===== config.mk =====
export PLATFORM = sky130hd
export DESIGN_NAME = fcs_host
export DESIGN_NICKNAME = d
export VERILOG_FILES = /design/src/fcs_pkg.sv /design/src/fcs_seq_rom.sv /design/src/fcs_host.sv
export VERILOG_INCLUDE_DIRS = /design/src /design/src/src
export SDC_FILE = /design/constraint.sdc
export NUM_CORES = 1
export LEC_CHECK = 0
export BUFFER_PORTS_ARGS = -buffer_cell sky130_fd_sc_hd__buf_2
export CORE_MARGIN = 4
export CORE_UTILIZATION = 56
export CTS_CLUSTER_DIAMETER = 30
export DETAILED_ROUTE_END_ITERATION = 12
export PLACE_DENSITY = 0.82
export SLEW_MARGIN = 30
export SYNTH_ARGS = -nofsm -noshare
export SYNTH_HDL_FRONTEND = slang
export SYNTH_SLANG_ARGS = --single-unit

===== constraint.sdc =====
create_clock -name clk -period 2.7 [get_ports clk]
set_input_delay 0.81 -clock clk [delete_from_list [all_inputs] [get_ports clk]]
set_output_delay 0.81 -clock clk [all_outputs]
set_load 0.005 [all_outputs]

===== src/fcs_defs.svh =====
// constants for the flash command sequencer host controller
`ifndef FCS_DEFS_SVH
`define FCS_DEFS_SVH

// register byte offsets on the apb side
`define FCS_REG_CTRL      12'h000
`define FCS_REG_ADDR      12'h004
`define FCS_REG_WDATA     12'h008
`define FCS_REG_STATUS    12'h00C
`define FCS_REG_RDATA     12'h010

// control register fields
`define FCS_CTRL_GO_BIT   0
`define FCS_CTRL_CMD_LSB  4
`define FCS_CTRL_CMD_W    4
`define FCS_CTRL_BANK_LSB 8
`define FCS_CTRL_BANK_W   1
`define FCS_CTRL_WORD_BIT 12
`define FCS_CTRL_ACC_BIT  13
`define FCS_CTRL_HWRST_BIT 14

// status register fields
`define FCS_ST_BUSY_BIT   0
`define FCS_ST_DONE_BIT   1
`define FCS_ST_TOUT_BIT   2
`define FCS_ST_RDY_BIT    3

// command words and unlock addresses
`define FCS_UNLOCK1_ADDR  20'h00555
`define FCS_UNLOCK2_ADDR  20'h002AA
`define FCS_UNLOCK1_DATA  16'h00AA
`define FCS_UNLOCK2_DATA  16'h0055
`define FCS_RESET_DATA    16'h00F0
`define FCS_ID_DATA       16'h0090
`define FCS_PROG_DATA     16'h00A0
`define FCS_BYPASS_DATA   16'h0020
`define FCS_BYP_RST1_DATA 16'h0090
`define FCS_BYP_RST2_DATA 16'h0000
`define FCS_AUX_ENT_DATA  16'h0088
`define FCS_AUX_EX1_DATA  16'h0090
`define FCS_AUX_EX2_DATA  16'h0000

// id read offsets
`define FCS_ID_MFR_OFS    20'h00000
`define FCS_ID_DEV_W_OFS  20'h00001
`define FCS_ID_DEV_B_OFS  20'h00002
`define FCS_ID_PROT_W_OFS 8'h02
`define FCS_ID_PROT_B_OFS 8'h04

// bus timing in clock cycles at 25 MHz
`define FCS_T_SETUP_NS    40
`define FCS_T_PULSE_NS    80
`define FCS_CLK_NS        40
`define FCS_SETUP_CYC     ((`FCS_T_SETUP_NS + `FCS_CLK_NS - 1) / `FCS_CLK_NS)
`define FCS_PULSE_CYC     ((`FCS_T_PULSE_NS + `FCS_CLK_NS - 1) / `FCS_CLK_NS)

`endif


===== src/fcs_pkg.sv =====
// types for the flash command sequencer host controller
package fcs_pkg;
  typedef enum logic [3:0] {
    FCS_OP_RESET   = 4'h0,
    FCS_OP_ID      = 4'h1,
    FCS_OP_READ    = 4'h2,
    FCS_OP_PROG    = 4'h3,
    FCS_OP_BYP_ENT = 4'h4,
    FCS_OP_BYP_PRG = 4'h5,
    FCS_OP_BYP_EX  = 4'h6,
    FCS_OP_AUX_ENT = 4'h7,
    FCS_OP_AUX_EX  = 4'h8
  } fcs_op_type;

  typedef enum logic [5:0] {
    FCS_IDLE  = 6'b000001,
    FCS_SETUP = 6'b000010,
    FCS_PULSE = 6'b000100,
    FCS_HOLD  = 6'b001000,
    FCS_WAIT  = 6'b010000,
    FCS_DONE  = 6'b100000
  } fcs_state_type;
endpackage


===== src/fcs_seq_rom.sv =====
// sequence table: bus cycles of each command, data out of a register
`timescale 1ns/1ns
`default_nettype none
`include "fcs_defs.svh"
module fcs_seq_rom (
  input  wire logic        clk,       // system clock
  input  wire logic        reset_n,   // async reset, low
  input  wire logic [3:0]  op,        // command code
  input  wire logic [1:0]  idx,       // cycle within the sequence
  output logic      [19:0] cyc_addr,  // address of that cycle
  output logic      [15:0] cyc_data,  // data of that cycle
  output logic      [2:0]  cyc_count  // cycles in the sequence
);
  logic [19:0] addr_d;
  logic [15:0] data_d;
  logic [2:0]  cnt_d;

  // the last cycle of program/read uses the user address; marked by 0
  always_comb begin
    addr_d = `FCS_UNLOCK1_ADDR;
    data_d = `FCS_UNLOCK1_DATA;
    cnt_d  = 3'h1;
    unique case (op)
      4'h0: begin
        data_d = `FCS_RESET_DATA;
      end
      4'h1, 4'h3, 4'h4, 4'h7: begin
        cnt_d = (op == 4'h3) ? 3'h4 : 3'h3;
        if (idx == 2'h1) begin
          addr_d = `FCS_UNLOCK2_ADDR;
          data_d = `FCS_UNLOCK2_DATA;
        end else if (idx == 2'h2) begin
          unique case (op)
            4'h1:    data_d = `FCS_ID_DATA;
            4'h3:    data_d = `FCS_PROG_DATA;
            4'h4:    data_d = `FCS_BYPASS_DATA;
            default: data_d = `FCS_AUX_ENT_DATA;
          endcase
        end else if (idx == 2'h3) begin
          addr_d = 20'h00000;
          data_d = 16'h0000;
        end
      end
      4'h2: begin
        addr_d = 20'h00000;
        data_d = 16'h0000;
      end
      4'h5: begin
        cnt_d  = 3'h2;
        data_d = (idx == 2'h0) ? `FCS_PROG_DATA : 16'h0000;
        addr_d = (idx == 2'h0) ? `FCS_UNLOCK1_ADDR : 20'h00000;
      end
      4'h6: begin
        cnt_d  = 3'h2;
        data_d = (idx == 2'h0) ? `FCS_BYP_RST1_DATA : `FCS_BYP_RST2_DATA;
      end
      4'h8: begin
        cnt_d = 3'h4;
        if (idx == 2'h1) begin
          addr_d = `FCS_UNLOCK2_ADDR;
          data_d = `FCS_UNLOCK2_DATA;
        end else if (idx == 2'h2) begin
          data_d = `FCS_AUX_EX1_DATA;
        end else if (idx == 2'h3) begin
          addr_d = 20'h00000;
          data_d = `FCS_AUX_EX2_DATA;
        end
      end
      default: begin
        data_d = `FCS_RESET_DATA;
      end
    endcase
  end

  always_ff @(posedge clk or negedge reset_n) begin
    if (!reset_n) begin
      cyc_addr  <= 20'h00000;
      cyc_data  <= 16'h0000;
      cyc_count <= 3'h1;
    end else begin
      cyc_addr  <= addr_d;
      cyc_data  <= data_d;
      cyc_count <= cnt_d;
    end
  end
endmodule
`default_nettype wire


===== src/fcs_host.sv =====
// host controller that writes command sequences into a parallel nor flash
//
// Added by the designer: the APB slave port and the address map.
`timescale 1ns/1ns
`default_nettype none
`include "fcs_defs.svh"
module fcs_host #(
  parameter int ADDR_W = 20,                  // flash address width
  parameter int DATA_W = 16                   // flash data width
) (
  input  wire logic              clk,         // 25 MHz clock
  input  wire logic              reset_n,     // async reset, low
  input  wire logic              psel,        // apb select
  input  wire logic              penable,     // apb enable
  input  wire logic              pwrite,      // apb direction
  input  wire logic [11:0]       paddr,       // apb byte address
  input  wire logic [31:0]       pwdata,      // apb write data
  output logic      [31:0]       prdata,      // apb read data
  output logic                   pready,      // apb ready
  output logic                   pslverr,     // apb error
  output logic      [ADDR_W-1:0] flash_addr,  // flash address pins
  output logic      [DATA_W-1:0] flash_dq_o,  // flash data out
  output logic                   flash_dq_oe_n, // data enable, low drives
  input  wire logic [DATA_W-1:0] flash_dq_i,  // flash data in
  output logic                   flash_ce_n,  // chip select
  output logic                   flash_we_n,  // write strobe
  output logic                   flash_oe_n,  // output enable
  output logic                   flash_word_n, // width select, low byte
  output logic                   protect_accel_pin, // accel request level
  output logic                   flash_rst_n, // hardware reset pin
  input  wire logic              ready_busy_out // flash ready, high idle
);
  fcs_pkg::fcs_state_type st_q, st_d;
  logic [15:0]       ctrl_q, ctrl_d;
  logic [ADDR_W-1:0] uaddr_q, uaddr_d;
  logic [DATA_W-1:0] uwdata_q, uwdata_d, rdata_q, rdata_d;
  logic [1:0]        idx_q, idx_d;
  logic [1:0]        tmr_q, tmr_d;
  logic              done_q, done_d, tout_q, tout_d;
  logic              rb_q, rb_d;
  logic [31:0]       prdata_d;
  logic              pready_d, pslverr_d;
  logic [ADDR_W-1:0] fa_d;
  logic [DATA_W-1:0] fdo_d;
  logic              foe_d, fce_d, fwe_d, frd_d;
  logic [19:0]       rom_addr;
  logic [15:0]       rom_data;
  logic [2:0]        rom_cnt;
  logic              wr_acc, rd_acc, go;

  fcs_seq_rom u_rom (
    .clk       (clk),
    .reset_n   (reset_n),
    .op        (ctrl_q[`FCS_CTRL_CMD_LSB +: `FCS_CTRL_CMD_W]),
    .idx       (idx_q),
    .cyc_addr  (rom_addr),
    .cyc_data  (rom_data),
    .cyc_count (rom_cnt)
  );

  // bank bit sits at the top of the flash address
  function automatic logic [ADDR_W-1:0] bank_addr(
    input logic [ADDR_W-1:0] a, input logic b);
    logic [ADDR_W-1:0] r;
    r = a;
    r[ADDR_W-1] = b;
    return r;
  endfunction

  function automatic logic is_op(input logic [15:0] c,
                                 input fcs_pkg::fcs_op_type o);
    return c[`FCS_CTRL_CMD_LSB +: `FCS_CTRL_CMD_W] == o;
  endfunction

  assign wr_acc = psel && penable && pwrite && !pready;
  assign rd_acc = psel && penable && !pwrite && !pready;
  assign go = wr_acc && paddr == `FCS_REG_CTRL &&
              pwdata[`FCS_CTRL_GO_BIT];

  //////////////////////////////////////////////////////////////////////////
  // apb slave: one wait state, answers in the second enable cycle
  always_comb begin
    ctrl_d    = ctrl_q;
    uaddr_d   = uaddr_q;
    uwdata_d  = uwdata_q;
    prdata_d  = prdata;
    pready_d  = 1'b0;
    pslverr_d = 1'b0;
    if (psel && penable && !pready) begin
      pready_d = 1'b1;
      unique case (paddr)
        `FCS_REG_CTRL: begin
          if (pwrite && st_q == fcs_pkg::FCS_IDLE) begin
            ctrl_d = pwdata[15:0];
          end else if (pwrite) begin
            pslverr_d = 1'b1; // busy: command refused
          end
          prdata_d = {16'h0000, ctrl_q};
        end
        `FCS_REG_ADDR: begin
          if (pwrite) begin
            uaddr_d = pwdata[ADDR_W-1:0];
          end
          prdata_d = {{(32-ADDR_W){1'b0}}, uaddr_q};
        end
        `FCS_REG_WDATA: begin
          if (pwrite) begin
            uwdata_d = pwdata[DATA_W-1:0];
          end
          prdata_d = {{(32-DATA_W){1'b0}}, uwdata_q};
        end
        `FCS_REG_STATUS: begin
          prdata_d = {28'h0000000, rb_q, tout_q, done_q,
                      st_q != fcs_pkg::FCS_IDLE};
          if (pwrite) begin
            pslverr_d = 1'b1;
          end
        end
        `FCS_REG_RDATA: begin
          prdata_d = {{(32-DATA_W){1'b0}}, rdata_q};
          if (pwrite) begin
            pslverr_d = 1'b1;
          end
        end
        default: begin
          prdata_d  = 32'h00000000;
          pslverr_d = 1'b1;
        end
      endcase
    end
  end

  //////////////////////////////////////////////////////////////////////////
  // flash bus sequencer: one bus cycle per table entry
  always_comb begin
    st_d    = st_q;
    idx_d   = idx_q;
    tmr_d   = tmr_q;
    done_d  = done_q;
    tout_d  = tout_q;
    rb_d    = ready_busy_out;
    rdata_d = rdata_q;
    fa_d    = flash_addr;
    fdo_d   = flash_dq_o;
    foe_d   = flash_dq_oe_n;
    fce_d   = flash_ce_n;
    fwe_d   = flash_we_n;
    frd_d   = flash_oe_n;
    // timeout bit of the captured read word sets the sticky flag;
    // the live bus is released by now and carries nothing valid
    if (st_q == fcs_pkg::FCS_DONE && is_op(ctrl_q, fcs_pkg::FCS_OP_READ)
        && rdata_q[5]) begin
      tout_d = 1'b1;
    end
    if (go && st_q == fcs_pkg::FCS_IDLE) begin
      tout_d = 1'b0; // set above wins only in DONE, never here
    end
    unique case (st_q)
      fcs_pkg::FCS_IDLE: begin
        if (go && (pwdata[`FCS_CTRL_CMD_LSB +: `FCS_CTRL_CMD_W] ==
            4'(fcs_pkg::FCS_OP_READ) || ready_busy_out)) begin
          // commands other than read start only when ready; a go while busy is dropped
          st_d   = fcs_pkg::FCS_SETUP;
          idx_d  = 2'h0;
          done_d = 1'b0;
          // one extra cycle: the sequence table answers a clock late
          tmr_d  = 2'(`FCS_SETUP_CYC + 1);
        end
      end
      fcs_pkg::FCS_SETUP: begin
        // address out, ce low, then we low: later falling edge is we
        fce_d = 1'b0;
        if (rom_addr == 20'h00000 && rom_data == 16'h0000 &&
            !is_op(ctrl_q, fcs_pkg::FCS_OP_BYP_EX) &&
            !is_op(ctrl_q, fcs_pkg::FCS_OP_AUX_EX)) begin
          fa_d  = uaddr_q;
          fdo_d = uwdata_q;
        end else begin
          fa_d  = bank_addr(rom_addr[ADDR_W-1:0],
                    ctrl_q[`FCS_CTRL_BANK_LSB]);
          fdo_d = rom_data[DATA_W-1:0];
        end
        if (is_op(ctrl_q, fcs_pkg::FCS_OP_READ)) begin
          frd_d = 1'b0;
        end else begin
          foe_d = 1'b0;
        end
        if (tmr_q != 2'h0) begin
          tmr_d = tmr_q - 2'h1;
        end else begin
          st_d  = fcs_pkg::FCS_PULSE;
          // the count runs down to zero inclusive
          tmr_d = 2'(`FCS_PULSE_CYC - 1);
          fwe_d = is_op(ctrl_q, fcs_pkg::FCS_OP_READ);
        end
      end
      fcs_pkg::FCS_PULSE: begin
        if (tmr_q != 2'h0) begin
          tmr_d = tmr_q - 2'h1;
        end else begin
          // we rises before ce, so data is taken on the we edge
          fwe_d = 1'b1;
          st_d  = fcs_pkg::FCS_HOLD;
          if (is_op(ctrl_q, fcs_pkg::FCS_OP_READ)) begin
            rdata_d = flash_dq_i;
          end
        end
      end
      fcs_pkg::FCS_HOLD: begin
        fce_d = 1'b1;
        frd_d = 1'b1;
        foe_d = 1'b1;
        if (3'({1'b0, idx_q}) + 3'h1 >= rom_cnt) begin
          st_d = fcs_pkg::FCS_WAIT;
        end else begin
          idx_d = idx_q + 2'h1;
          st_d  = fcs_pkg::FCS_SETUP;
          tmr_d = 2'(`FCS_SETUP_CYC + 1);
        end
      end
      fcs_pkg::FCS_WAIT: begin
        // program runs inside the flash; wait on ready/busy
        if (ready_busy_out && rb_q) begin
          st_d = fcs_pkg::FCS_DONE;
        end
      end
      fcs_pkg::FCS_DONE: begin
        done_d = 1'b1;
        st_d   = fcs_pkg::FCS_IDLE;
      end
      default: begin
        st_d = fcs_pkg::FCS_IDLE;
      end
    endcase
  end

  always_ff @(posedge clk or negedge reset_n) begin
    if (!reset_n) begin
      st_q          <= fcs_pkg::FCS_IDLE;
      ctrl_q        <= 16'h0000;
      uaddr_q       <= '0;
      uwdata_q      <= '0;
      rdata_q       <= '0;
      idx_q         <= 2'h0;
      tmr_q         <= 2'h0;
      done_q        <= 1'b0;
      tout_q        <= 1'b0;
      rb_q          <= 1'b0;
      prdata        <= 32'h00000000;
      pready        <= 1'b0;
      pslverr       <= 1'b0;
      flash_addr    <= '0;
      flash_dq_o    <= '0;
      flash_dq_oe_n <= 1'b1;
      flash_ce_n    <= 1'b1;
      flash_we_n    <= 1'b1;
      flash_oe_n    <= 1'b1;
      flash_word_n  <= 1'b1;
      protect_accel_pin <= 1'b0;
      flash_rst_n   <= 1'b0;
    end else begin
      st_q          <= st_d;
      ctrl_q        <= ctrl_d;
      uaddr_q       <= uaddr_d;
      uwdata_q      <= uwdata_d;
      rdata_q       <= rdata_d;
      idx_q         <= idx_d;
      tmr_q         <= tmr_d;
      done_q        <= done_d;
      tout_q        <= tout_d;
      rb_q          <= rb_d;
      prdata        <= prdata_d;
      pready        <= pready_d;
      pslverr       <= pslverr_d;
      flash_addr    <= fa_d;
      flash_dq_o    <= fdo_d;
      flash_dq_oe_n <= foe_d;
      flash_ce_n    <= fce_d;
      flash_we_n    <= fwe_d;
      flash_oe_n    <= frd_d;
      flash_word_n  <= ctrl_q[`FCS_CTRL_WORD_BIT];
      protect_accel_pin <= ctrl_q[`FCS_CTRL_ACC_BIT];
      // hardware reset pin is the inverse of control bit 14, low aborts the flash
      flash_rst_n   <= !ctrl_q[`FCS_CTRL_HWRST_BIT];
    end
  end
endmodule
`default_nettype wire


==> impl_metrics.xml, run 1 <==
<?xml version="1.0" encoding="UTF-8"?>
<metrics>
  <group name="routing">
    <metric name="wl_per_cell" unit="microns">19.0</metric>
    <metric name="route.antenna.remaining_nets" unit="">0</metric>
    <metric name="count_of_unresolved_drc_violations_after_routing" unit="">0</metric>
    <metric name="routed_wl" unit="mm">18.9</metric>
    <metric name="number_of_drc_markers_in_iteration_0" unit="">737</metric>
    <metric name="drt-vias-per-instance" unit="">5.87</metric>
    <metric name="firstDrtPassIters" unit="">6</metric>
    <metric name="detailroute.via_count" unit="">5837</metric>
  </group>
  <group name="layout">
    <metric name="final_net_count" unit="">885</metric>
    <metric name="finalNonFillerCells" unit="">995</metric>
    <metric name="drive_gt1_share" unit="%">30.8</metric>
    <metric name="layout.core_utilization" unit="%">68.9</metric>
    <metric name="area_growth_syn_to_layout" unit="%">18.7</metric>
  </group>
  <group name="power_and_ir_drop">
    <metric name="power-per-cell-area" unit="nW/um^2">571</metric>
    <metric name="leakagePower" unit="uW">0.00442</metric>
    <metric name="vdd_drop_max" unit="mV">0.331</metric>
  </group>
  <group name="timing">
    <metric name="finalMaxSlewViolations" unit="">0</metric>
    <metric name="tightest_slew" unit="ns">0.595</metric>
    <metric name="final_min_period_over_clock_period" unit="%">86.0</metric>
    <metric name="setup-tns-final" unit="ns">0</metric>
    <metric name="fmaxAchievable" unit="MHz">431</metric>
    <metric name="slew-limit-headroom" unit="%">59.8</metric>
    <metric name="rsz0062_at_grt" unit="">no</metric>
    <metric name="final_period_minus_worst_setup_slack" unit="ns">2.32</metric>
    <metric name="setup_violators_final" unit="">0</metric>
    <metric name="whs" unit="ns">0.342</metric>
    <metric name="final.setup_skew" unit="ns">0.00801</metric>
    <metric name="finalHoldViolations" unit="">0</metric>
  </group>
  <group name="global_routing">
    <metric name="grt_antenna_before_repair" unit="">0</metric>
    <metric name="maximum_number_of_pins_on_one_net_before_global_route_repair" unit="">66</metric>
    <metric name="grt_pass1_wl" unit="mm">29.3</metric>
    <metric name="via_count_of_the_first_global_routing_pass" unit="">5704</metric>
    <metric name="grt_util_all_layers" unit="%">25.5</metric>
    <metric name="overflow" unit="">0</metric>
  </group>
  <group name="clock_tree">
    <metric name="cts_post_setup_buffers_inserted" unit="">0</metric>
    <metric name="numCtsBuffers" unit="">17</metric>
    <metric name="cts.reportedPaths.clkPinSlew" unit="ns">0.06</metric>
    <metric name="cts_sinks" unit="">158</metric>
    <metric name="cts-root-to-sink-buffers" unit="">2</metric>
    <metric name="hold_buffers" unit="">0</metric>
    <metric name="post_cts_resize_count" unit="">0</metric>
    <metric name="cts_tree" unit="">yes</metric>
    <metric name="clkLatencyLatePin" unit="ns">0.42</metric>
    <metric name="cts.htree.levels" unit="">4</metric>
    <metric name="root_buffer" unit="">sky130_fd_sc_hd__clkbuf_16</metric>
  </group>
  <group name="worst_setup_path">
    <metric name="path_delay_family" unit="">adder cells</metric>
    <metric name="crit_top_cell" unit="">sky130_fd_sc_hd__ha_1</metric>
    <metric name="worst-endpoint-required" unit="ns">3.01</metric>
    <metric name="critPathKind" unit="">flop to flop</metric>
    <metric name="worst_path_largest_cell_delay" unit="ns">0.44</metric>
    <metric name="cp_slowest_cell" unit="">sky130_fd_sc_hd__dfrtp_1</metric>
    <metric name="worst_setup_path_start_kind" unit="">flop</metric>
    <metric name="timing.critical_path.fanout_max" unit="">5</metric>
    <metric name="timing.critical_path.buf_inv" unit="">1</metric>
    <metric name="worst_ep_arrival_time" unit="ns">2.63</metric>
    <metric name="critical_path.endpoint_type" unit="">flop</metric>
    <metric name="worstPathCellList" unit="">inv_1, ha_1, ha_1, a21oi_1, o21ai_0, nor2b_1, nor3_1, mux2_2</metric>
  </group>
  <group name="die">
    <metric name="floorplan.initialDensity" unit="%">58.1</metric>
    <metric name="die_height" unit="microns">123</metric>
    <metric name="floorplan_die_width" unit="microns">123</metric>
    <metric name="row_count" unit="">41</metric>
    <metric name="die_area" unit="sq um">15200</metric>
    <metric name="floorplan.io_pins" unit="">143</metric>
    <metric name="core_area" unit="sq um">12800</metric>
  </group>
  <group name="placement">
    <metric name="routabilityCongestion" unit="">0.900</metric>
    <metric name="numPortBuffers" unit="">118</metric>
    <metric name="dp_wirelength" unit="mm">13.5</metric>
    <metric name="numPlacedInstances" unit="">962</metric>
  </group>
  <group name="synthesis">
    <metric name="register_bit_total_from_synthesis" unit="">158</metric>
    <metric name="commonest_cells_in_the_synthesized_netlist" unit="">151 x sky130_fd_sc_hd__dfrtp_1, 100 x sky130_fd_sc_hd__nand2_1, 56 x sky130_fd_sc_hd__o21ai_0, 51 x sky130_fd_sc_hd__mux2_2, 46 x sky130_fd_sc_hd__a21oi_1</metric>
    <metric name="ys_async_sr_fraction" unit="%">100</metric>
    <metric name="distinct_cells_synth" unit="">62</metric>
    <metric name="avgSynthCellArea" unit="sq um">10.7</metric>
    <metric name="synth_largest_type_area_fraction" unit="%">50.9</metric>
    <metric name="cell_taking_the_most_area_after_synthesis" unit="">sky130_fd_sc_hd__dfrtp_1</metric>
    <metric name="ys_top_cells_by_area" unit="">sky130_fd_sc_hd__dfrtp_1 51%, sky130_fd_sc_hd__mux2_2 7.7%, sky130_fd_sc_hd__nand2_1 5.1%</metric>
    <metric name="yosysMostFrequentCell" unit="">sky130_fd_sc_hd__dfrtp_1</metric>
    <metric name="yosysWarnings" unit="">0</metric>
    <metric name="sequential_area_share_after_synthesis" unit="%">53.4</metric>
    <metric name="syn_area" unit="sq um">7420</metric>
    <metric name="synthesis.instances" unit="">691</metric>
    <metric name="dominantRegCellSynth" unit="">sky130_fd_sc_hd__dfrtp_1</metric>
    <metric name="synth-edff-count" unit="">0</metric>
  </group>
  <group name="worst_hold_path">
    <metric name="hp_class" unit="">input pin to async pin</metric>
  </group>
  <group name="run">
    <metric name="maxCapViolCount" unit="">0</metric>
  </group>
  <group name="run_status">
    <metric name="status" unit="">finished, final reports clean</metric>
  </group>
</metrics>
-- flip-flops by register name, indices dropped and copies added (netlist names), 2 cells and up --
| name | flops |
|---|---|
| st_q | 6 |
| uwdata_q | 16 |
| u_rom.cyc_count | 3 |
| idx_q | 2 |
| u_rom.cyc_data | 7 |
| uaddr_q | 20 |
| prdata | 20 |
| ctrl_q | 16 |
| rdata_q | 16 |
| flash_dq_o | 16 |
| flash_addr | 20 |
| tmr_q | 2 |
| u_rom.cyc_addr | 2 |
-- worst paths after layout --
| check | startpoint | to | slack, ns | cells past startpoint |
|---|---|---|---|---|
| max | idx_q[0] | tmr_q[1] | 0.38 | 8 |
| max in group asynchronous | reset_n | uaddr_q[2] | 1.68 | 2 |
| min in group clk | ctrl_q[12] | flash_word_n | 0.41 | 0 |
| min reg2reg | ctrl_q[12] | flash_word_n | 0.41 | 0 |
| min | reset_n | u_rom.cyc_count[2] | 0.34 | 1 |
| max reg2reg | idx_q[0] | tmr_q[1] | 0.38 | 8 |
-- report_power, final --
part	switching [uW]	leakage (uW)	internal [uW]	total [uW]
registers	20.6	0.00210	2400	2420
logic	144	0.00205	92.8	237
clock network	901	0.000275	1480	2380
-- cells in the final DEF (no fill, tap or decap), types with 3 or more instances in the layout --
cell type                   instances
sky130_fd_sc_hd__xor2_1             4
sky130_fd_sc_hd__a2bb2oi_1         13
sky130_fd_sc_hd__clkbuf_16         17
sky130_fd_sc_hd__nor2_1            37
sky130_fd_sc_hd__mux2i_1           15
sky130_fd_sc_hd__bufinv_16          3
sky130_fd_sc_hd__conb_1            12
sky130_fd_sc_hd__clkbuf_1           7
sky130_fd_sc_hd__mux2_4            20
sky130_fd_sc_hd__a221oi_1           3
sky130_fd_sc_hd__o211ai_1           3
sky130_fd_sc_hd__a21oi_1           46
sky130_fd_sc_hd__dfstp_2            7
sky130_fd_sc_hd__a31oi_1            8
sky130_fd_sc_hd__mux2_2            51
sky130_fd_sc_hd__buf_2            117
sky130_fd_sc_hd__and2_1             7
sky130_fd_sc_hd__nor2b_1            9
sky130_fd_sc_hd__buf_12             5
sky130_fd_sc_hd__nand2_1           99
sky130_fd_sc_hd__o21ai_0           56
sky130_fd_sc_hd__inv_1             17
sky130_fd_sc_hd__dfrtp_1          151
sky130_fd_sc_hd__nand3_1           22
sky130_fd_sc_hd__ha_1              10
sky130_fd_sc_hd__nor3_1             7
sky130_fd_sc_hd__buf_4             21
-- area by class of cell --
class / instances / area [sq um]
fill: 896 / 3970
clock inverter: 7 / 115
inverter: 17 / 63.8
antenna: 1 / 2.50
multi-input combinational: 471 / 3130
timing repair buffer: 144 / 855
clock buffer: 25 / 465
sequential: 158 / 3960
tap: 172 / 215
-- metrics by stage --
| step | power, uW | setup WS [ns] | area [sq um] |
|---|---|---|---|
| detailed placement | 2690 | 0.0672 | 8220 |
| finish | 5030 | 0.378 | 8800 |
| CTS | 5050 | 0.370 | 8800 |
| global route | 5180 | 0.244 | 8800 |
| floorplan | 2550 | 0.191 | 7460 |
| global placement | 2680 | 0.0814 | 8220 |
-- per-layer routing --
metal / wire length [microns] / vias up / GRT usage, %
li1: - / 2627 / -
met1: 7870 / 2854 / 35.2
met2: 8740 / 313 / 38.4
met3: 1830 / 43 / 7.18
met4: 496 / 0 / 10.3
met5: 0 / - / 0
-- worst register-to-register path: stages (launching register included) --
cell,delay (ns)
sky130_fd_sc_hd__dfrtp_1,0.44
sky130_fd_sc_hd__inv_1,0.12
sky130_fd_sc_hd__ha_1,0.36
sky130_fd_sc_hd__ha_1,0.19
sky130_fd_sc_hd__a21oi_1,0.13
sky130_fd_sc_hd__o21ai_0,0.14
sky130_fd_sc_hd__nor2b_1,0.19
sky130_fd_sc_hd__nor3_1,0.27
sky130_fd_sc_hd__mux2_2,0.37
-- kinds of logic (layout without fill, tap and decap cells) --
kind of cell,after synthesis,after routing,synth area share (%)
DFF,158,158,53.4
adders and majority gates,11,11,1.82
AOI/OAI and AO/OA,152,152,12.3
and+or+nand+nor,205,205,12.9
muxes,86,86,13.8
xor gates and xnor gates,5,5,0.590
other,1,13,0.0505
buffers and inverters,73,193,5.06
Note: power is estimated with default switching activity, not from simulation.
==> inputs of run 2 (changes only) <==
==> constraint.sdc (replaced) <==
create_clock -name clk -period 2.6 [get_ports clk]
set_input_delay 0.78 -clock clk [delete_from_list [all_inputs] [get_ports clk]]
set_output_delay 0.78 -clock clk [all_outputs]
set_load 0.005 [all_outputs]
==> run 2 against run 1 <==
Effect of this change: wire length grew 2.9%; power grew 8.1%; flip-flop and latch count is the same; first-iteration DRC count shrank 3.3%.
==> impl_metrics.xml, run 2 (same netlist as run 1, synthesis figures left out) <==
<?xml version="1.0" encoding="UTF-8"?>
<metrics>
  <group name="run_status">
    <metric name="status" unit="">finished, final reports clean</metric>
  </group>
  <group name="layout">
    <metric name="drive_gt1_share" unit="%">31.3</metric>
    <metric name="final_common_cell" unit="">sky130_fd_sc_hd__dfrtp_1</metric>
    <metric name="area_growth_syn_to_layout" unit="%">19.7</metric>
    <metric name="layout.core_utilization" unit="%">69.5</metric>
    <metric name="most-common-layout-cells" unit="">151 x sky130_fd_sc_hd__dfrtp_1, 117 x sky130_fd_sc_hd__buf_2, 99 x sky130_fd_sc_hd__nand2_1</metric>
    <metric name="leading_registers_by_flop_count" unit="">flash_addr x20, prdata x20, uaddr_q x20</metric>
    <metric name="final_net_count" unit="">886</metric>
  </group>
  <group name="timing">
    <metric name="rsz0062_at_grt" unit="">no</metric>
    <metric name="setup_violators_final" unit="">0</metric>
    <metric name="setup-tns-final" unit="ns">0</metric>
    <metric name="tightest_slew" unit="ns">0.974</metric>
    <metric name="final_period_minus_worst_setup_slack" unit="ns">2.35</metric>
    <metric name="slew-limit-headroom" unit="%">34.9</metric>
    <metric name="finalMaxSlewViolations" unit="">0</metric>
    <metric name="finalHoldViolations" unit="">0</metric>
    <metric name="fmaxAchievable" unit="MHz">425</metric>
    <metric name="final.setup_skew" unit="ns">0.00740</metric>
    <metric name="final_min_period_over_clock_period" unit="%">90.4</metric>
  </group>
  <group name="power_and_ir_drop">
    <metric name="vdd_drop_max" unit="mV">0.436</metric>
    <metric name="p_comb_share" unit="%">4.6</metric>
    <metric name="fin_total_pwr" unit="uW">5440</metric>
    <metric name="share_clk_of_total_power" unit="%">49.3</metric>
    <metric name="seqPwrFrac" unit="%">46.1</metric>
    <metric name="internal-power" unit="uW">4310</metric>
    <metric name="power_switching" unit="uW">1130</metric>
    <metric name="power-per-cell-area" unit="nW/um^2">612</metric>
    <metric name="leakagePower" unit="uW">0.00446</metric>
    <metric name="power.share.switching" unit="%">20.8</metric>
  </group>
  <group name="die">
    <metric name="floorplan.initialDensity" unit="%">58.1</metric>
    <metric name="core_area" unit="sq um">12800</metric>
    <metric name="floorplan_die_width" unit="microns">123</metric>
    <metric name="row_count" unit="">41</metric>
    <metric name="die_area" unit="sq um">15200</metric>
    <metric name="floorplan.io_pins" unit="">143</metric>
    <metric name="die_height" unit="microns">123</metric>
  </group>
  <group name="global_routing">
    <metric name="maximum_number_of_pins_on_one_net_before_global_route_repair" unit="">66</metric>
    <metric name="grt_antenna_before_repair" unit="">1</metric>
    <metric name="grt_pass1_wl" unit="mm">30.4</metric>
    <metric name="via_count_of_the_first_global_routing_pass" unit="">5870</metric>
    <metric name="grt_util_all_layers" unit="%">26.5</metric>
    <metric name="overflow" unit="">0</metric>
  </group>
  <group name="clock_tree">
    <metric name="cts.reportedPaths.clkPinSlew" unit="ns">0.06</metric>
    <metric name="hold_buffers" unit="">0</metric>
    <metric name="cts_post_setup_buffers_inserted" unit="">0</metric>
    <metric name="cts-root-to-sink-buffers" unit="">2</metric>
    <metric name="numCtsBuffers" unit="">17</metric>
    <metric name="root_buffer" unit="">sky130_fd_sc_hd__clkbuf_16</metric>
    <metric name="clkLatencyLatePin" unit="ns">0.43</metric>
    <metric name="post_cts_resize_count" unit="">0</metric>
    <metric name="cts_sinks" unit="">158</metric>
    <metric name="cts.htree.levels" unit="">4</metric>
    <metric name="cts_tree" unit="">yes</metric>
  </group>
  <group name="routing">
    <metric name="drt-vias-per-instance" unit="">5.94</metric>
    <metric name="wl_per_cell" unit="microns">19.6</metric>
    <metric name="detailroute.via_count" unit="">5910</metric>
    <metric name="routed_wl" unit="mm">19.5</metric>
    <metric name="route.antenna.remaining_nets" unit="">0</metric>
    <metric name="firstDrtPassIters" unit="">5</metric>
    <metric name="number_of_drc_markers_in_iteration_0" unit="">713</metric>
    <metric name="count_of_unresolved_drc_violations_after_routing" unit="">0</metric>
  </group>
  <group name="worst_hold_path">
    <metric name="hp_class" unit="">input pin to async pin</metric>
  </group>
  <group name="worst_setup_path">
    <metric name="timing.critical_path.fanout_max" unit="">5</metric>
    <metric name="timing.critical_path.buf_inv" unit="">1</metric>
    <metric name="crit_top_cell" unit="">sky130_fd_sc_hd__ha_1</metric>
    <metric name="path_delay_family" unit="">adder cells</metric>
    <metric name="worst_ep_arrival_time" unit="ns">2.67</metric>
    <metric name="cp_slowest_cell" unit="">sky130_fd_sc_hd__dfrtp_1</metric>
    <metric name="worst_path_largest_cell_delay" unit="ns">0.44</metric>
    <metric name="worst-endpoint-required" unit="ns">2.92</metric>
    <metric name="worstPathCellList" unit="">inv_1, ha_1, ha_1, a21oi_1, o21ai_0, nor2b_1, nor3_1, mux2_2</metric>
    <metric name="critical_path.endpoint_type" unit="">flop</metric>
    <metric name="critPathKind" unit="">flop to flop</metric>
    <metric name="worst_setup_path_start_kind" unit="">flop</metric>
  </group>
  <group name="placement">
    <metric name="routabilityCongestion" unit="">0.917</metric>
    <metric name="dp_wirelength" unit="mm">13.9</metric>
    <metric name="numPortBuffers" unit="">118</metric>
  </group>
  <group name="run">
    <metric name="maxCapViolCount" unit="">0</metric>
  </group>
</metrics>
## run 2: cell types whose count changed in the layout (fill, tap and decap cells not counted), sizes merged
| cell | change |
|---|---|
| clkbuf | -4 |
| clkinvlp | -2 |
| buf | +1 |
| bufinv | +2 |
| clkinv | +2 |
| inv | +1 |
## run 2: worst paths after layout
path	startpoint	endpoint	slack, ns	depth (start not counted)
max in group asynchronous	reset_n	ctrl_q[14]	1.65	2
min in group clk	ctrl_q[12]	flash_word_n	0.40	0
worst min register to register	ctrl_q[12]	flash_word_n	0.40	0
worst max register to register	idx_q[0]	tmr_q[1]	0.25	8
worst min-delay path	reset_n	ctrl_q[7]	0.27	1
worst max-delay path	idx_q[0]	tmr_q[1]	0.25	8
## run 2: cell type report
cell class                 count  area (sq um)
clock inverter                10           186
inverter                      17          63.8
multi-input combinational    471          3130
sequential                   158          3960
tap                          172           215
clock buffer                  21           450
timing repair buffer         145           875
fill                         860          3890
antenna                        1          2.50
## run 2: per-stage QoR
stage	cells	setup WS, ns	cell area [sq um]	hold slack (ns)
after floorplan	702	0.121	7460	0.370
after global routing	994	0.0920	8880	0.285
final	995	0.250	8880	0.268
after detailed placement	963	-0.0516	8240	0.393
after global placement	963	-0.0276	8240	0.381
after CTS	994	0.262	8880	0.268
## run 2: power groups by stage
stage	logic (uW)	registers [uW]	clock network (uW)
finish	249	2510	2680
global route	276	2510	2810
CTS	249	2510	2710
detailed placement	246	2550	0
global placement	239	2550	0
floorplan	105	2540	0
## run 2: per-layer routing
layer | share of wire [%] | routed length (microns) | global-route usage [%]
met1 | 41 | 8040 | 35.6
met5 | 0.067 | 13 | 0
met4 | 2.9 | 561 | 11.7
met3 | 9.8 | 1920 | 7.73
met2 | 46 | 8960 | 40.4
==> inputs of run 3 (changes only) <==
--- a/config.mk
+++ b/config.mk
@@ -8,10 +8,10 @@
 export LEC_CHECK = 0
 export BUFFER_PORTS_ARGS = -buffer_cell sky130_fd_sc_hd__buf_2
 export CORE_MARGIN = 4
-export CORE_UTILIZATION = 56
+export CORE_UTILIZATION = 60
 export CTS_CLUSTER_DIAMETER = 30
 export DETAILED_ROUTE_END_ITERATION = 12
-export PLACE_DENSITY = 0.82
+export PLACE_DENSITY = 0.87
 export SLEW_MARGIN = 30
 export SYNTH_ARGS = -nofsm -noshare
 export SYNTH_HDL_FRONTEND = slang
==> constraint.sdc (replaced) <==
create_clock -name clk -period 3 [get_ports clk]
set_input_delay 0.9 -clock clk [delete_from_list [all_inputs] [get_ports clk]]
set_output_delay 0.9 -clock clk [all_outputs]
set_load 0.005 [all_outputs]
==> run 3 against run 2 <==
Effect of this change: flip-flop and latch count is the same; non-clock buffer count shrank 6; wire length grew 4.0%; clock-buffer cell count shrank 2; combinational power shrank 13%; fmax shrank 6.8%; largest cell class unchanged.
==> impl_metrics.xml, run 3 (same netlist as run 1, synthesis figures left out) <==
<?xml version="1.0" encoding="UTF-8"?>
<metrics>
  <group name="routing">
    <metric name="route.antenna.remaining_nets" unit="">0</metric>
    <metric name="detailroute.via_count" unit="">6035</metric>
    <metric name="drt-vias-per-instance" unit="">6.11</metric>
    <metric name="firstDrtPassIters" unit="">8</metric>
    <metric name="routed_wl" unit="mm">20.3</metric>
    <metric name="wl_per_cell" unit="microns">20.5</metric>
    <metric name="number_of_drc_markers_in_iteration_0" unit="">719</metric>
    <metric name="count_of_unresolved_drc_violations_after_routing" unit="">0</metric>
  </group>
  <group name="worst_setup_path">
    <metric name="worstPathCellList" unit="">inv_1, a21oi_1, o2111a_1, buf_4, nand2_1, o21ai_0</metric>
    <metric name="worst_ep_arrival_time" unit="ns">2.86</metric>
    <metric name="rrSetupSlack" unit="ns">0.48</metric>
    <metric name="worst-r2r-cell-count" unit="">6</metric>
    <metric name="r2r_start" unit="">ctrl_q[5]</metric>
    <metric name="path_delay_family" unit="">compound AO/OA/AOI/OAI gates</metric>
    <metric name="timing.critical_path.buf_inv" unit="">2</metric>
    <metric name="worst_setup_path_start_kind" unit="">flop</metric>
    <metric name="worst-endpoint-required" unit="ns">3.33</metric>
    <metric name="worst_path_largest_cell_delay" unit="ns">0.70</metric>
    <metric name="critical_path.endpoint_type" unit="">flop</metric>
    <metric name="cp_slowest_cell" unit="">sky130_fd_sc_hd__o2111a_1</metric>
    <metric name="worstReg2RegEnd" unit="">flash_addr[14]</metric>
    <metric name="timing.critical_path.fanout_max" unit="">21</metric>
    <metric name="critPathKind" unit="">flop to flop</metric>
  </group>
  <group name="power_and_ir_drop">
    <metric name="fin_total_pwr" unit="uW">4710</metric>
    <metric name="vdd_drop_max" unit="mV">0.501</metric>
    <metric name="power-per-cell-area" unit="nW/um^2">537</metric>
    <metric name="leakagePower" unit="uW">0.00443</metric>
  </group>
  <group name="layout">
    <metric name="filler_cell_count" unit="">794</metric>
    <metric name="most-common-layout-cells" unit="">151 x sky130_fd_sc_hd__dfrtp_1, 117 x sky130_fd_sc_hd__buf_2, 99 x sky130_fd_sc_hd__nand2_1</metric>
    <metric name="area_growth_syn_to_layout" unit="%">18.4</metric>
    <metric name="leading_registers_by_flop_count" unit="">flash_addr x20, prdata x20, uaddr_q x20</metric>
    <metric name="finalNonFillerCells" unit="">987</metric>
    <metric name="final_net_count" unit="">880</metric>
    <metric name="final_common_cell" unit="">sky130_fd_sc_hd__dfrtp_1</metric>
    <metric name="drive_gt1_share" unit="%">31.2</metric>
  </group>
  <group name="placement">
    <metric name="numPortBuffers" unit="">118</metric>
    <metric name="numPlacedInstances" unit="">953</metric>
    <metric name="routabilityCongestion" unit="">0.903</metric>
    <metric name="dp_wirelength" unit="mm">13.9</metric>
  </group>
  <group name="run_status">
    <metric name="status" unit="">finished, final reports clean</metric>
  </group>
  <group name="clock_tree">
    <metric name="root_buffer" unit="">sky130_fd_sc_hd__clkbuf_16</metric>
    <metric name="cts_post_setup_buffers_inserted" unit="">0</metric>
    <metric name="numCtsBuffers" unit="">17</metric>
    <metric name="cts_tree" unit="">yes</metric>
    <metric name="cts.htree.levels" unit="">4</metric>
    <metric name="cts-root-to-sink-buffers" unit="">2</metric>
    <metric name="clkLatencyLatePin" unit="ns">0.43</metric>
    <metric name="cts.reportedPaths.clkPinSlew" unit="ns">0.07</metric>
    <metric name="hold_buffers" unit="">0</metric>
    <metric name="post_cts_resize_count" unit="">0</metric>
    <metric name="cts_sinks" unit="">158</metric>
  </group>
  <group name="die">
    <metric name="row_count" unit="">40</metric>
    <metric name="floorplan_die_width" unit="microns">119</metric>
    <metric name="die_height" unit="microns">119</metric>
    <metric name="core_area" unit="sq um">12100</metric>
    <metric name="floorplan.initialDensity" unit="%">61.5</metric>
    <metric name="floorplan.io_pins" unit="">143</metric>
    <metric name="die_area" unit="sq um">14200</metric>
  </group>
  <group name="timing">
    <metric name="setup-tns-final" unit="ns">0</metric>
    <metric name="fmaxAchievable" unit="MHz">397</metric>
    <metric name="final_min_period_over_clock_period" unit="%">84.0</metric>
    <metric name="setup_violators_final" unit="">0</metric>
    <metric name="finalMaxSlewViolations" unit="">0</metric>
    <metric name="final.setup_skew" unit="ns">0.00959</metric>
    <metric name="tightest_slew" unit="ns">0.746</metric>
    <metric name="finalHoldViolations" unit="">0</metric>
    <metric name="slew-limit-headroom" unit="%">50.2</metric>
    <metric name="rsz0062_at_grt" unit="">no</metric>
    <metric name="final_period_minus_worst_setup_slack" unit="ns">2.52</metric>
  </group>
  <group name="worst_hold_path">
    <metric name="hp_class" unit="">flop to flop</metric>
    <metric name="timing.hold.worst_endpoint" unit="">protect_accel_pin</metric>
    <metric name="hp-start" unit="">ctrl_q[13]</metric>
    <metric name="min_delay_path_depth" unit="">0</metric>
  </group>
  <group name="global_routing">
    <metric name="grt_pass1_wl" unit="mm">31.7</metric>
    <metric name="maximum_number_of_pins_on_one_net_before_global_route_repair" unit="">63</metric>
    <metric name="via_count_of_the_first_global_routing_pass" unit="">5885</metric>
    <metric name="grt_antenna_before_repair" unit="">2</metric>
    <metric name="grt_util_all_layers" unit="%">28.7</metric>
    <metric name="overflow" unit="">0</metric>
  </group>
  <group name="run">
    <metric name="maxCapViolCount" unit="">0</metric>
  </group>
</metrics>
==> run 3: cell count changes in the layout (fill, tap and decap cells not counted) <==
cell	before	now
sky130_fd_sc_hd__clkbuf_8	1	2
sky130_fd_sc_hd__clkinv_2	2	4
sky130_fd_sc_hd__clkinv_4	2	3
sky130_fd_sc_hd__diode_2	1	2
sky130_fd_sc_hd__inv_6	1	2
sky130_fd_sc_hd__buf_12	6	2
sky130_fd_sc_hd__clkbuf_1	3	0
sky130_fd_sc_hd__bufinv_16	5	4
sky130_fd_sc_hd__buf_4	21	19
==> run 3: layout make-up <==
class                   count  area [sq um]  share of cell area, %
well taps                 168           210                   2.39
inverters                  17          63.8                  0.726
multi-input cells         471          3130                   35.6
clock inverters            13           184                   2.09
clock buffers              19           453                   5.16
flip-flops and latches    158          3960                   45.1
repair buffers            139           779                   8.87
diodes                      2          5.00                 0.0570
==> run 3: routing by layer <==
layer	vias to the layer above	share of wire [%]	wire length, microns	GRT usage (%)
li1	2620	-	-	-
met1	2988	39	7890	38.3
met2	373	48	9750	44.5
met3	54	9.6	1950	8.17
met4	0	3.4	686	11.9
met5	-	0	0	0
==> run 3: per-stage QoR <==
step / utilization, % / setup WS (ns) / instance area (sq um) / hold slack, ns
floorplan: - / 0.401 / 7460 / 0.370
global placement: 67.5 / 0.163 / 8140 / 0.381
detailed placement: 67.5 / 0.136 / 8140 / 0.393
CTS: 72.8 / 0.541 / 8780 / 0.408
global route: 72.8 / 0.211 / 8780 / 0.417
finish: 72.8 / 0.479 / 8780 / 0.406
==> run 3: worst max path at each step <==
| stage | from | end | cells past startpoint |
|---|---|---|---|
| 2_1_floorplan | paddr[1] | uaddr_q[0] | 8 |
| 3_3_place_gp | paddr[5] | uaddr_q[7] | 7 |
| 3_5_place_dp | paddr[1] | uaddr_q[11] | 6 |
| 4_1_cts | ctrl_q[5] | flash_addr[11] | 6 |
| 5_1_grt | ctrl_q[5] | flash_addr[14] | 6 |
| 6_report | ctrl_q[5] | flash_addr[14] | 6 |
==> run 3: power by group <==
part,total (uW),leakage (uW),switching [uW],internal [uW]
clock,2320,0.000317,883,1440
combinational,217,0.00201,135,82.5
sequential,2170,0.00210,18.0,2160
total,4710,0.00443,1040,3680
